**src/nsc_pkg.sv**
```systemverilog
package nsc_pkg;

  // Clock and bus-cycle timing
  localparam int CLK_PERIOD_NS = 20;
  localparam int CNT_W         = 4;
  localparam int STROBE_NS     = 40;   // Write strobe low time; the read strobe adds SYNC_STAGES cycles
  localparam int HOLD_NS       = 40;   // Strobe high time before the next cycle
  localparam int WB_NS         = 100;  // Ready/busy settle time after a command
  localparam int SYNC_STAGES   = 2;
  localparam int PWRUP_US      = 100;  // Recovery time after power-up
  localparam int PWRUP_CYC_DEF = (PWRUP_US * 1000 + CLK_PERIOD_NS - 1) / CLK_PERIOD_NS;
  localparam logic [CNT_W-1:0] STROBE_CYC =
    CNT_W'((STROBE_NS + CLK_PERIOD_NS - 1) / CLK_PERIOD_NS);
  localparam logic [CNT_W-1:0] RD_STROBE_CYC = STROBE_CYC + CNT_W'(SYNC_STAGES);
  localparam logic [CNT_W-1:0] HOLD_CYC =
    CNT_W'((HOLD_NS + CLK_PERIOD_NS - 1) / CLK_PERIOD_NS);
  localparam logic [CNT_W-1:0] WB_CYC =
    CNT_W'((WB_NS + CLK_PERIOD_NS - 1) / CLK_PERIOD_NS);

  // Device command and address bytes
  localparam logic [7:0] CMD_EDC_STATUS = 8'h7b;
  localparam logic [7:0] CMD_READ_ID    = 8'h90;
  localparam logic [7:0] ADDR_READ_ID   = 8'h00;
  localparam logic [7:0] CMD_RESET      = 8'hff;
  localparam int         ID_BYTES       = 5;
  localparam logic [7:0] EDC_KEEP_MASK  = 8'hc7; // Bits 0,1,2,6,7 carry meaning

  // Software register offsets
  localparam logic [7:0] REG_CTRL = 8'h00;
  localparam logic [7:0] REG_CFG  = 8'h04;
  localparam logic [7:0] REG_STAT = 8'h08;
  localparam logic [7:0] REG_EDC  = 8'h0c;
  localparam logic [7:0] REG_ID0  = 8'h10;
  localparam logic [7:0] REG_STEP = 8'h04;

  // Field positions and reset values
  localparam int   CFG_WP_BIT     = 0;
  localparam int   STAT_BUSY_BIT  = 0;
  localparam int   STAT_PWR_BIT   = 1;
  localparam int   STAT_RDY_BIT   = 2;
  localparam int   STAT_REF_BIT   = 3;
  localparam int   STAT_EDCM_BIT  = 4;
  localparam int   STAT_IDM_BIT   = 5;
  localparam logic CFG_WP_RST     = 1'b0;

  typedef enum logic [2:0] {
    OP_NONE   = 3'h0,
    OP_STATUS = 3'h1,
    OP_REPOLL = 3'h2,
    OP_ID     = 3'h3,
    OP_RESET  = 3'h4
  } nsc_op_t;

  typedef enum logic [1:0] {
    CYC_CMD  = 2'h0,
    CYC_ADDR = 2'h1,
    CYC_READ = 2'h2
  } nsc_cyc_t;

endpackage : nsc_pkg

```
**src/nsc_cyc_if.sv**
```systemverilog
`timescale 1ns/1ns
`default_nettype none

interface nsc_cyc_if
  import nsc_pkg::*;
();
  logic       req;    // One-cycle start of a bus cycle
  logic       keep;   // Hold chip select low between cycles of one sequence
  nsc_cyc_t   kind;
  logic [7:0] wdata;
  logic       done;   // One-cycle end of a bus cycle
  logic [7:0] rdata;

  modport seq (output req, keep, kind, wdata, input done, rdata);
  modport eng (input req, keep, kind, wdata, output done, rdata);
endinterface : nsc_cyc_if

`default_nettype wire

```
**src/nsc_top.sv**
```systemverilog
// What this block does
// - After 7Bh, each read returns error-check status.
// - Controller masks unused status bits 3 to 5.
// - Identification read is 90h then address 00h.
// - Wait 100 us after power-up; protect low.
//
// The register addresses and the strobed register port were left to the implementer.
`timescale 1ns/1ns
`default_nettype none

module nsc_top
  import nsc_pkg::*;
#(
  parameter int PWRUP_CYC = PWRUP_CYC_DEF
) (
  input  wire logic        REF_CLK_I,
  input  wire logic        SYS_RST_I,
  input  wire logic [7:0]  REG_ADDR_I,
  input  wire logic [31:0] REG_WDATA_I,
  input  wire logic        REG_WR_I,
  input  wire logic        REG_RD_I,
  output logic      [31:0] REG_RDATA_O,
  input  wire logic [7:0]  NAND_IO_I,
  output logic      [7:0]  NAND_IO_O,
  output logic             NAND_IO_OE_O,
  output logic             NAND_CE_N_O,
  output logic             NAND_CLE_O,
  output logic             NAND_ALE_O,
  output logic             NAND_WE_N_O,
  output logic             NAND_READ_STROBE_N_O,
  output logic             NAND_WP_N_O,
  input  wire logic        NAND_READY_I
);

  localparam int PW_W = $clog2(PWRUP_CYC + 1);

  typedef enum logic [5:0] {
    S_PWRUP  = 6'b000001,
    S_IDLE   = 6'b000010,
    S_CMD    = 6'b000100,
    S_ADDR   = 6'b001000,
    S_READ   = 6'b010000,
    S_WAITRB = 6'b100000
  } nsc_st_t;

  nsc_cyc_if cyc ();

  nsc_st_t          st_q;
  nsc_op_t          op_q;
  nsc_op_t          op_w;
  logic             rb_m_q;
  logic             rb_s_q;
  logic [PW_W-1:0]  pw_cnt_q;
  logic             pw_done_q;
  logic             cfg_wp_q;
  logic             refused_q;
  logic             edc_mode_q;
  logic             id_mode_q;
  logic [7:0]       edc_q;
  logic [7:0]       id_q [ID_BYTES];
  logic [2:0]       idx_q;
  logic [CNT_W-1:0] wb_cnt_q;
  logic             wr_ctrl;
  logic             accept;
  logic             refuse;
  logic             id_store;

  // Bus cycle engine owns the device pins other than protect and ready/busy
  nsc_cycle u_cycle (
    .clk_i   (REF_CLK_I),
    .rst_i   (SYS_RST_I),
    .cyc     (cyc.eng),
    .io_i    (NAND_IO_I),
    .ce_n_o  (NAND_CE_N_O),
    .cle_o   (NAND_CLE_O),
    .ale_o   (NAND_ALE_O),
    .we_n_o  (NAND_WE_N_O),
    .re_n_o  (NAND_READ_STROBE_N_O),
    .io_o    (NAND_IO_O),
    .io_oe_o (NAND_IO_OE_O)
  );

  // Ready/busy is a pulled-up wired-OR line from outside the clock domain
  always_ff @(posedge REF_CLK_I) begin
    rb_m_q <= NAND_READY_I;
    rb_s_q <= rb_m_q;
  end

  // Power-up recovery count; the protect pin stays low until it expires
  always_ff @(posedge REF_CLK_I) begin
    if (SYS_RST_I) begin
      pw_cnt_q    <= '0;
      pw_done_q   <= 1'b0;
      NAND_WP_N_O <= 1'b0;
    end else begin
      if (!pw_done_q) begin
        pw_cnt_q  <= pw_cnt_q + PW_W'(1);
        pw_done_q <= (pw_cnt_q == PW_W'(PWRUP_CYC - 1));
      end
      NAND_WP_N_O <= pw_done_q & cfg_wp_q;
    end
  end

  // Order decode: anything that cannot start now is refused, not queued
  always_comb begin
    wr_ctrl = REG_WR_I && (REG_ADDR_I == REG_CTRL);
    op_w    = nsc_op_t'(REG_WDATA_I[2:0]);
    accept  = 1'b0;
    if (wr_ctrl) begin
      case (op_w)
        OP_STATUS: accept = (st_q == S_IDLE);
        OP_REPOLL: accept = (st_q == S_IDLE) && edc_mode_q;
        OP_ID:     accept = (st_q == S_IDLE) && rb_s_q;
        OP_RESET:  accept = (st_q == S_IDLE) || (st_q == S_WAITRB);
        default:   accept = 1'b0;
      endcase
    end
    refuse   = wr_ctrl && !accept;
    id_store = (st_q == S_READ) && cyc.done && (op_q == OP_ID);
  end

  // Configuration and the sticky refusal flag; a new refusal beats the clear
  always_ff @(posedge REF_CLK_I) begin
    if (SYS_RST_I) begin
      cfg_wp_q  <= CFG_WP_RST;
      refused_q <= 1'b0;
    end else begin
      if (REG_WR_I && (REG_ADDR_I == REG_CFG)) begin
        cfg_wp_q <= REG_WDATA_I[CFG_WP_BIT];
      end
      if (refuse) begin
        refused_q <= 1'b1;
      end else if (REG_WR_I && (REG_ADDR_I == REG_STAT) && REG_WDATA_I[STAT_REF_BIT]) begin
        refused_q <= 1'b0;
      end
    end
  end

  // Command sequencer: one request per bus cycle, next step on its done pulse
  always_ff @(posedge REF_CLK_I) begin
    if (SYS_RST_I) begin
      st_q       <= S_PWRUP;
      op_q       <= OP_NONE;
      cyc.req    <= 1'b0;
      cyc.kind   <= CYC_CMD;
      cyc.wdata  <= 8'h00;
      idx_q      <= '0;
      wb_cnt_q   <= '0;
      edc_mode_q <= 1'b0;
      id_mode_q  <= 1'b0;
      edc_q      <= 8'h00;
    end else begin
      cyc.req <= 1'b0;
      if (accept) begin
        op_q    <= op_w;
        cyc.req <= 1'b1;
        if (op_w == OP_REPOLL) begin
          // Device is still in status mode, so no command is sent again
          cyc.kind <= CYC_READ;
          st_q     <= S_READ;
        end else begin
          cyc.kind <= CYC_CMD;
          st_q     <= S_CMD;
          unique case (op_w)
            OP_STATUS: cyc.wdata <= CMD_EDC_STATUS;
            OP_ID:     cyc.wdata <= CMD_READ_ID;
            default:   cyc.wdata <= CMD_RESET;
          endcase
        end
      end else begin
        unique case (st_q)
          S_PWRUP: begin
            if (pw_done_q) begin
              st_q <= S_IDLE;
            end
          end
          S_IDLE: begin
          end
          S_CMD: begin
            if (cyc.done) begin
              // A new command ends whichever read mode the device was in
              edc_mode_q <= (op_q == OP_STATUS);
              id_mode_q  <= (op_q == OP_ID);
              cyc.req    <= (op_q != OP_RESET);
              if (op_q == OP_STATUS) begin
                cyc.kind <= CYC_READ;
                st_q     <= S_READ;
              end else if (op_q == OP_ID) begin
                cyc.kind  <= CYC_ADDR;
                cyc.wdata <= ADDR_READ_ID;
                st_q      <= S_ADDR;
              end else begin
                wb_cnt_q <= WB_CYC;
                st_q     <= S_WAITRB;
              end
            end
          end
          S_ADDR: begin
            if (cyc.done) begin
              idx_q    <= '0;
              cyc.req  <= 1'b1;
              cyc.kind <= CYC_READ;
              st_q     <= S_READ;
            end
          end
          S_READ: begin
            if (cyc.done) begin
              if (op_q == OP_ID) begin
                if (idx_q == 3'(ID_BYTES - 1)) begin
                  st_q <= S_IDLE;
                end else begin
                  idx_q   <= idx_q + 3'd1;
                  cyc.req <= 1'b1;
                end
              end else begin
                edc_q <= cyc.rdata & EDC_KEEP_MASK;
                st_q  <= S_IDLE;
              end
            end
          end
          S_WAITRB: begin
            // Ignore ready/busy until the device has had time to pull it low
            if (wb_cnt_q != '0) begin
              wb_cnt_q <= wb_cnt_q - CNT_W'(1);
            end else if (rb_s_q) begin
              st_q <= S_IDLE;
            end
          end
        endcase
      end
    end
  end

  // Chip select stays low for the whole sequence once power-up is over
  assign cyc.keep = (st_q != S_IDLE) && (st_q != S_PWRUP);

  // Identification bytes, stored in arrival order
  always_ff @(posedge REF_CLK_I) begin
    if (SYS_RST_I) begin
      for (int i = 0; i < ID_BYTES; i++) begin
        id_q[i] <= 8'h00;
      end
    end else if (id_store) begin
      id_q[idx_q] <= cyc.rdata;
    end
  end

  // Register read port; data stands only in the cycle after the strobe
  always_ff @(posedge REF_CLK_I) begin
    if (SYS_RST_I) begin
      REG_RDATA_O <= 32'h0000_0000;
    end else begin
      REG_RDATA_O <= 32'h0000_0000;
      if (REG_RD_I) begin
        if (REG_ADDR_I == REG_CTRL) begin
          REG_RDATA_O <= {29'h0, op_q};
        end else if (REG_ADDR_I == REG_CFG) begin
          REG_RDATA_O <= {31'h0, cfg_wp_q};
        end else if (REG_ADDR_I == REG_STAT) begin
          REG_RDATA_O[STAT_BUSY_BIT] <= (st_q != S_IDLE);
          REG_RDATA_O[STAT_PWR_BIT]  <= pw_done_q;
          REG_RDATA_O[STAT_RDY_BIT]  <= rb_s_q;
          REG_RDATA_O[STAT_REF_BIT]  <= refused_q;
          REG_RDATA_O[STAT_EDCM_BIT] <= edc_mode_q;
          REG_RDATA_O[STAT_IDM_BIT]  <= id_mode_q;
        end else if (REG_ADDR_I == REG_EDC) begin
          REG_RDATA_O <= {24'h0, edc_q};
        end
        for (int i = 0; i < ID_BYTES; i++) begin
          if (REG_ADDR_I == REG_ID0 + 8'(i) * REG_STEP) begin
            REG_RDATA_O <= {24'h0, id_q[i]};
          end
        end
      end
    end
  end

endmodule : nsc_top

`default_nettype wire

```
**src/nsc_cycle.sv**
```systemverilog
`timescale 1ns/1ns
`default_nettype none

module nsc_cycle
  import nsc_pkg::*;
(
  input  wire logic       clk_i,
  input  wire logic       rst_i,
  nsc_cyc_if.eng          cyc,
  input  wire logic [7:0] io_i,
  output logic            ce_n_o,
  output logic            cle_o,
  output logic            ale_o,
  output logic            we_n_o,
  output logic            re_n_o,
  output logic [7:0]      io_o,
  output logic            io_oe_o
);

  typedef enum logic [3:0] {
    E_IDLE   = 4'b0001,
    E_SETUP  = 4'b0010,
    E_STROBE = 4'b0100,
    E_HOLD   = 4'b1000
  } nsc_eng_t;

  nsc_eng_t         st_q;
  logic [CNT_W-1:0] cnt_q;
  logic             rd_q;
  logic [7:0]       io_m_q;
  logic [7:0]       io_s_q;

  // Data pins come from outside the clock domain
  always_ff @(posedge clk_i) begin
    io_m_q <= io_i;
    io_s_q <= io_m_q;
  end

  // One command, address or read cycle per request
  always_ff @(posedge clk_i) begin
    if (rst_i) begin
      st_q      <= E_IDLE;
      cnt_q     <= '0;
      rd_q      <= 1'b0;
      ce_n_o    <= 1'b1;
      cle_o     <= 1'b0;
      ale_o     <= 1'b0;
      we_n_o    <= 1'b1;
      re_n_o    <= 1'b1;
      io_o      <= 8'h00;
      io_oe_o   <= 1'b0;
      cyc.done  <= 1'b0;
      cyc.rdata <= 8'h00;
    end else begin
      cyc.done <= 1'b0;
      unique case (st_q)
        E_IDLE: begin
          ce_n_o <= ~(cyc.keep | cyc.req);
          if (cyc.req) begin
            rd_q    <= (cyc.kind == CYC_READ);
            cle_o   <= (cyc.kind == CYC_CMD);
            ale_o   <= (cyc.kind == CYC_ADDR);
            io_o    <= cyc.wdata;
            io_oe_o <= (cyc.kind != CYC_READ);
            st_q    <= E_SETUP;
          end
        end
        E_SETUP: begin
          // Read strobe falls after chip select, so the device drives data from here
          we_n_o <= rd_q;
          re_n_o <= ~rd_q;
          cnt_q  <= (rd_q ? RD_STROBE_CYC : STROBE_CYC) - CNT_W'(1);
          st_q   <= E_STROBE;
        end
        E_STROBE: begin
          if (cnt_q == '0) begin
            // Sample before the strobe rises; the two sync stages are in the low time
            if (rd_q) begin
              cyc.rdata <= io_s_q;
            end
            we_n_o <= 1'b1;
            re_n_o <= 1'b1;
            cnt_q  <= HOLD_CYC - CNT_W'(1);
            st_q   <= E_HOLD;
          end else begin
            cnt_q <= cnt_q - CNT_W'(1);
          end
        end
        E_HOLD: begin
          if (cnt_q == '0) begin
            cle_o    <= 1'b0;
            ale_o    <= 1'b0;
            io_oe_o  <= 1'b0;
            cyc.done <= 1'b1;
            st_q     <= E_IDLE;
          end else begin
            cnt_q <= cnt_q - CNT_W'(1);
          end
        end
      endcase
    end
  end

endmodule : nsc_cycle

`default_nettype wire

```
**config.mk**
```make
export PLATFORM = sky130hd
export DESIGN_NAME = nsc_top
export DESIGN_NICKNAME = d
export VERILOG_FILES = /design/src/nsc_pkg.sv /design/src/nsc_cyc_if.sv /design/src/nsc_top.sv /design/src/nsc_cycle.sv
export SDC_FILE = /design/constraint.sdc
export NUM_CORES = 1
export LEC_CHECK = 0
export BUFFER_PORTS_ARGS = -buffer_cell sky130_fd_sc_hd__buf_2
export CORE_UTILIZATION = 55
export DETAILED_ROUTE_END_ITERATION = 10
export GPL_ROUTABILITY_DRIVEN = 0
export HOLD_SLACK_MARGIN = 0.03
export PLACE_DENSITY = 0.75
export SKIP_CTS_REPAIR_TIMING = 1
export SLEW_MARGIN = 25
export SYNTH_ARGS = -nofsm -noshare
export SYNTH_HDL_FRONTEND = slang
export SYNTH_SLANG_ARGS = --single-unit
```
**constraint.sdc**
```tcl
create_clock -name REF_CLK_I -period 6 [get_ports REF_CLK_I]
set_input_delay 0.3 -clock REF_CLK_I [delete_from_list [all_inputs] [get_ports REF_CLK_I]]
set_output_delay 0.3 -clock REF_CLK_I [all_outputs]
set_load 0.005 [all_outputs]
```
Word level (Yosys, flattened, before mapping)
Memory sizes are Yosys's and may differ from the RTL's.
Cells that the tools add are included.

operators by class
  bitwise logic cells = 8
  mux-type cells = 86
  equal/unequal tests = 54
  $add $sub $neg = 5
  reduce and logical (&&, ||, !) cells = 44

operator list
  cell                                                 count
  two-way mux 8 bit                                    15
  two-way mux 6 bit                                    12
  two-way mux 4 bit                                    9
  equality test 8 x 5 -> 1 bit, second input constant  4
  case mux 6 bit (5 select lines)                      1
  two-way mux 1 bit                                    22
  two-way mux 3 bit                                    6
  equality test 8 x 4 -> 1 bit, second input constant  2
  != test 2 bit, second input constant                 8
  case mux 4 bit (4 select lines)                      1
  case mux 8 bit (2 select lines)                      1
  nonzero test 2 bit                                   8
  two-way mux 2 bit                                    7
  != test 2 x 1 -> 1 bit, second input constant        7
  adder 13 x 1 -> 13 bit, second input constant        1
  equality test 13 bit, second input constant          1
  != test 3 bit, second input constant                 4
  case mux 4 bit (3 select lines)                      1
  AND reduction 3 bit                                  4
  AND reduction 6 bit                                  2
  subtractor 4 x 1 -> 4 bit, second input constant     3
  logical AND 1 bit                                    10
  case mux 1 bit (2 select lines)                      5
  OR reduction 10 bit                                  1
  46 further kinds                                     62

word-level totals
  output and inout port bits = 47
  flip-flop bits (word level) = 133
  memories = 1
  bits in writable memories = 40
  logic and storage cells = 231
  input port bits = 53

memory list
  memory  words  bits a word  rd ports  clocked after Yosys merged registers in  wr ports  line           text
  id_q    5      8            5         0                                        5         nsc_top.sv:60  logic [7:0] id_q [ID_BYTES];

Logic depth before layout (Yosys ltp)
  depth in word-level cells = 10
  mapped depth = 9
  depth with buffers taken out = 8

By module
From an unflattened synthesis, not the netlist that was laid out.

unflattened totals
  cell total of the unflattened synthesis = 653
  area, all modules = 6,641.4 µm²

modules (own cells, without submodules)
  module     area each (µm²)  cells an instance  instances  sequential area each (µm²)
  nsc_top    4,913.5          494                1          2,342.2
  nsc_cycle  1,727.9          159                1          960.9

Least setup slack after synthesis
Ideal clock, no wire load.

  path type = register to register
  start = register st_q[5]
  end = memory id_q[2][0] (enable)
  buffers on the path = 3
  setup slack = 3.872 ns
  clock period less this slack = 2.128 ns
  cell stages (with the launch flop) = 10
  data required time = 5.670 ns
  arrival = 1.799 ns
  setup time = 0.330 ns
  path through = dfxtp_1 -> nor2_4 -> and4b_1 -> buf_4 -> nand2_4 -> nor4_4 -> buf_4 -> and3_1 -> buf_4 -> or2_1

RTL lines
  what                    line            text
  from (decl)             nsc_top.sv:48   nsc_st_t st_q;
  from (signal assigned)  nsc_top.sv:142  st_q <= S_PWRUP;
  from (signal assigned)  nsc_top.sv:160  st_q <= S_READ;
  from (signal assigned)  nsc_top.sv:163  st_q <= S_CMD;
  to (decl)               nsc_top.sv:60

==> metrics.txt <==
outcome completed; HPWL reported at the end of detailed placement a little over 9000 um; Cell Count, Final, Fillers Out 847; count of pins on the block boundary 100; internal power about 1.8 mW; switching part of the total power a little over a fifth; data required time at the worst endpoint slightly above 6 ns; NetSw 0.472 mW; hold_sp REG_WDATA_I[1]; data arrival at the endpoint of the critical path ~2.8 ns; number of instances in the synthesized netlist between 600 and 700; part of the total power dissipated in sequential elements between 40% and 50%; starting utilization of the core area between 50 and 60%; detailed-router iteration count before antenna repair 6; startpoint type of the worst setup path register; overall overflow remaining after global route 0; DRC viols 0; utilization of the core after routing 63.8%; worst reg2reg startpoint st_q[5]; worst min path class in -> reg; logic gate share of total power approximately 5.3%; Setup-failing EPs final 0; max cap viols 0; worst-margin pin slew about 0.85 ns; end of the worst hold path op_q[1]; Static Leak 2.85 nW; most frequently used flop master after synthesis sky130_fd_sc_hd__dfxtp_1; via count of the first global-routing pass 4301; NumNets Final 750; floorplan die height 110 um; fraction of power consumed by the clock network 48.5%; antenna violations before repair 0; TritonCTS clock tree yes; sum of routed wire length over all layers 13100 um; total number of vias around 4800; wire length of the first global-routing pass around 21000 um; path depth of the worst reg2reg path 6; total of flip-flops plus latches after synthesis about 140; input/output buffers 47; number of H-tree levels 4; Final Cycle Share between 40% and 50%; standard-cell rows 39; proportion of synthesized chip area in sequential cells between 50 and 60%; number of synthesis warnings 0; CTS root buf sky130_fd_sc_hd__clkbuf_16; register-to-register path setup slack roughly 3.3 ns; average via count per standard cell 5.65; maximum net fanout on the critical path 12; Post-Syn Area per Cell around 9.8 um^2; final hold viol count 0; library cells used by synthesis 68; Filler Cells Inserted 888; async set-reset flop share out of synthesis 0%; largest cells by area after synthesis sky130_fd_sc_hd__dfxtp_1 32%, sky130_fd_sc_hd__edfxtp_1 19%, sky130_fd_sc_hd__nor2_1 3.8%; Final Power 2.22 mW; Clock Path Buffers 2; crit path time final 2.73 ns; number of enable flip-flop cells after synthesis 40; setup tns final 0 ns; Hold WS around 0.20 ns; drt wl/cell roughly 15 um; kind of critical path reg -> reg; maximum number of pins on one net before global-route repair 85; total power density per cell area roughly 300 nW/um^2; max frequency roughly 0.37 GHz; layout cells sized above 1 between 10 and 15%; post-placement setup slack 3.29 ns; library cell occupying the most area in the post-synthesis netlist sky130_fd_sc_hd__dfxtp_1; clock-pin slew of the registers on the worst-case setup and hold paths roughly 0.06 ns; cell depth of the worst hold path 3; area added between synthesis and finish 13.4%; setup repair after global routing missed its margin false; post-placement cell area 6540 um^2; Clock Sink Count approximately 140; die width between 100 and 150 um; area of the die roughly 12000 um^2; placeable core area roughly 11000 um^2; sequential cell area about 3200 um^2; clock tree skew after final layout 0.00778 ns; antenna viol nets, final 0; Crit Reg-Reg Endpoint id_q[3][4]; Setup WS post-layout 3.27 ns; Crit. End Element register; cell area after technology mapping 6390 um^2; IR Drop Worst-Case VDD around 0.34 mV; clock buffer count from CTS 17; Antenna Cells 0; clock latency reported for the late side of the worst-skew pair 0.42 ns; Slew Limit Fails 0; drt initial violations between 300 and 400; Slew Limit Headroom ~44%; global-route usage over all layers 23.0%; fraction of synthesized cell area taken by the top area cell type between 30% and 40%; post-route cell area 7250 um^2; Multi-input gate area approximately 2800 um^2; number of placed instances, taps included 806
-- cells in the mapped netlist (all sizes together), types with 5 or more instances --
master and instances:
dfxtp 101, nor2 68, buf 51, nand2 51, edfxtp 40, a21oi 39
and2 35, mux2i 24, o21ai 22, nor3 19, inv 17, and3 16
nand3 15, nor2b 14, nand2b 11, xor2 11, clkbuf 9, a22oi 8
nand4 7, xnor2 7, a31oi 6, ha 6, or2 6, nor3b 5
nor4 5
-- layout make-up --
cell class | count | share of cell area, %
Tap cell | 143 | 2.47
Multi-Input combinational cell | 457 | 39.1
Inverter | 17 | 0.880
Clock buffer | 22 | 6.68
Timing Repair Buffer | 57 | 4.59
Clock inverter | 10 | 1.86
Sequential cell | 141 | 44.4
-- flip-flops by register name, summed over array words and instances (netlist names), 5 cells and up --
signal and cells:
u_cycle.cyc.rdata 8, u_cycle.io_m_q 8, pw_cnt_q 13, edc_q 5, id_q 40, u_cycle.io_s_q 8, st_q 6, REG_RDATA_O 8
-- routing by layer --
metal	part of all wire (%)	track usage [%]
met5	0	0
met4	1.0	8.48
met3	6.4	5.75
met2	47	36.1
met1	46	30.5
-- power by group through the flow --
stage	Sequential (mW)	Combinational, mW	Clock (mW)
global route	1.03	0.131	1.14
CTS	1.03	0.113	1.09
floorplan	1.04	0.0958	0
global placement	1.04	0.109	0
finish	1.03	0.118	1.08
detailed placement	1.05	0.112	0
-- worst max-delay path, cell delays in order (launching register included) --
cell                      delay (ns)
sky130_fd_sc_hd__dfxtp_1        0.38
sky130_fd_sc_hd__nor2_4         0.21
sky130_fd_sc_hd__and4b_1        0.43
sky130_fd_sc_hd__nand2_4        0.10
sky130_fd_sc_hd__nor4_4         0.49
sky130_fd_sc_hd__and3_1         0.41
sky130_fd_sc_hd__or2_1          0.36
-- cells in the final DEF, fill, tap and decap left out, types with 14 or more instances in the layout --
master                        n
sky130_fd_sc_hd__dfxtp_1    101
sky130_fd_sc_hd__nor2_1      65
sky130_fd_sc_hd__nand2_1     50
sky130_fd_sc_hd__buf_2       47
sky130_fd_sc_hd__edfxtp_1    40
sky130_fd_sc_hd__a21oi_1     39
sky130_fd_sc_hd__and2_1      35
sky130_fd_sc_hd__mux2i_1     24
sky130_fd_sc_hd__conb_1      24
sky130_fd_sc_hd__o21ai_0     18
sky130_fd_sc_hd__inv_1       17
sky130_fd_sc_hd__nor3_1      17
sky130_fd_sc_hd__clkbuf_16   17
sky130_fd_sc_hd__and3_1      16
sky130_fd_sc_hd__nand3_1     15
sky130_fd_sc_hd__nor2b_1     14
-- kinds of logic after synthesis --
group	synth area share (%)
AND/OR/NAND/NOR	23.6
flip-flops	50.4
AO/OA/AOI/OAI	10.9
buffers and inverters	6.61
multiplexers	4.81
XOR/XNOR	2.47
adder cells (fa/ha/maj)	1.17
other	0.0586
-- worst max path at each step --
stage / depth (start not counted) / end / slack (ns) / startpoint
6_report: 6 / id_q[3][4] / 3.27 / st_q[5]
5_1_grt: 6 / id_q[3][2] / 3.08 / st_q[5]
4_1_cts: 6 / id_q[3][2] / 3.28 / st_q[5]
3_5_place_dp: 6 / id_q[3][5] / 3.29 / st_q[5]
3_3_place_gp: 6 / id_q[3][3] / 3.41 / st_q[5]
2_1_floorplan: 9 / id_q[2][0] / 3.87 / st_q[5]
Power figures use the tool's default switching activity.
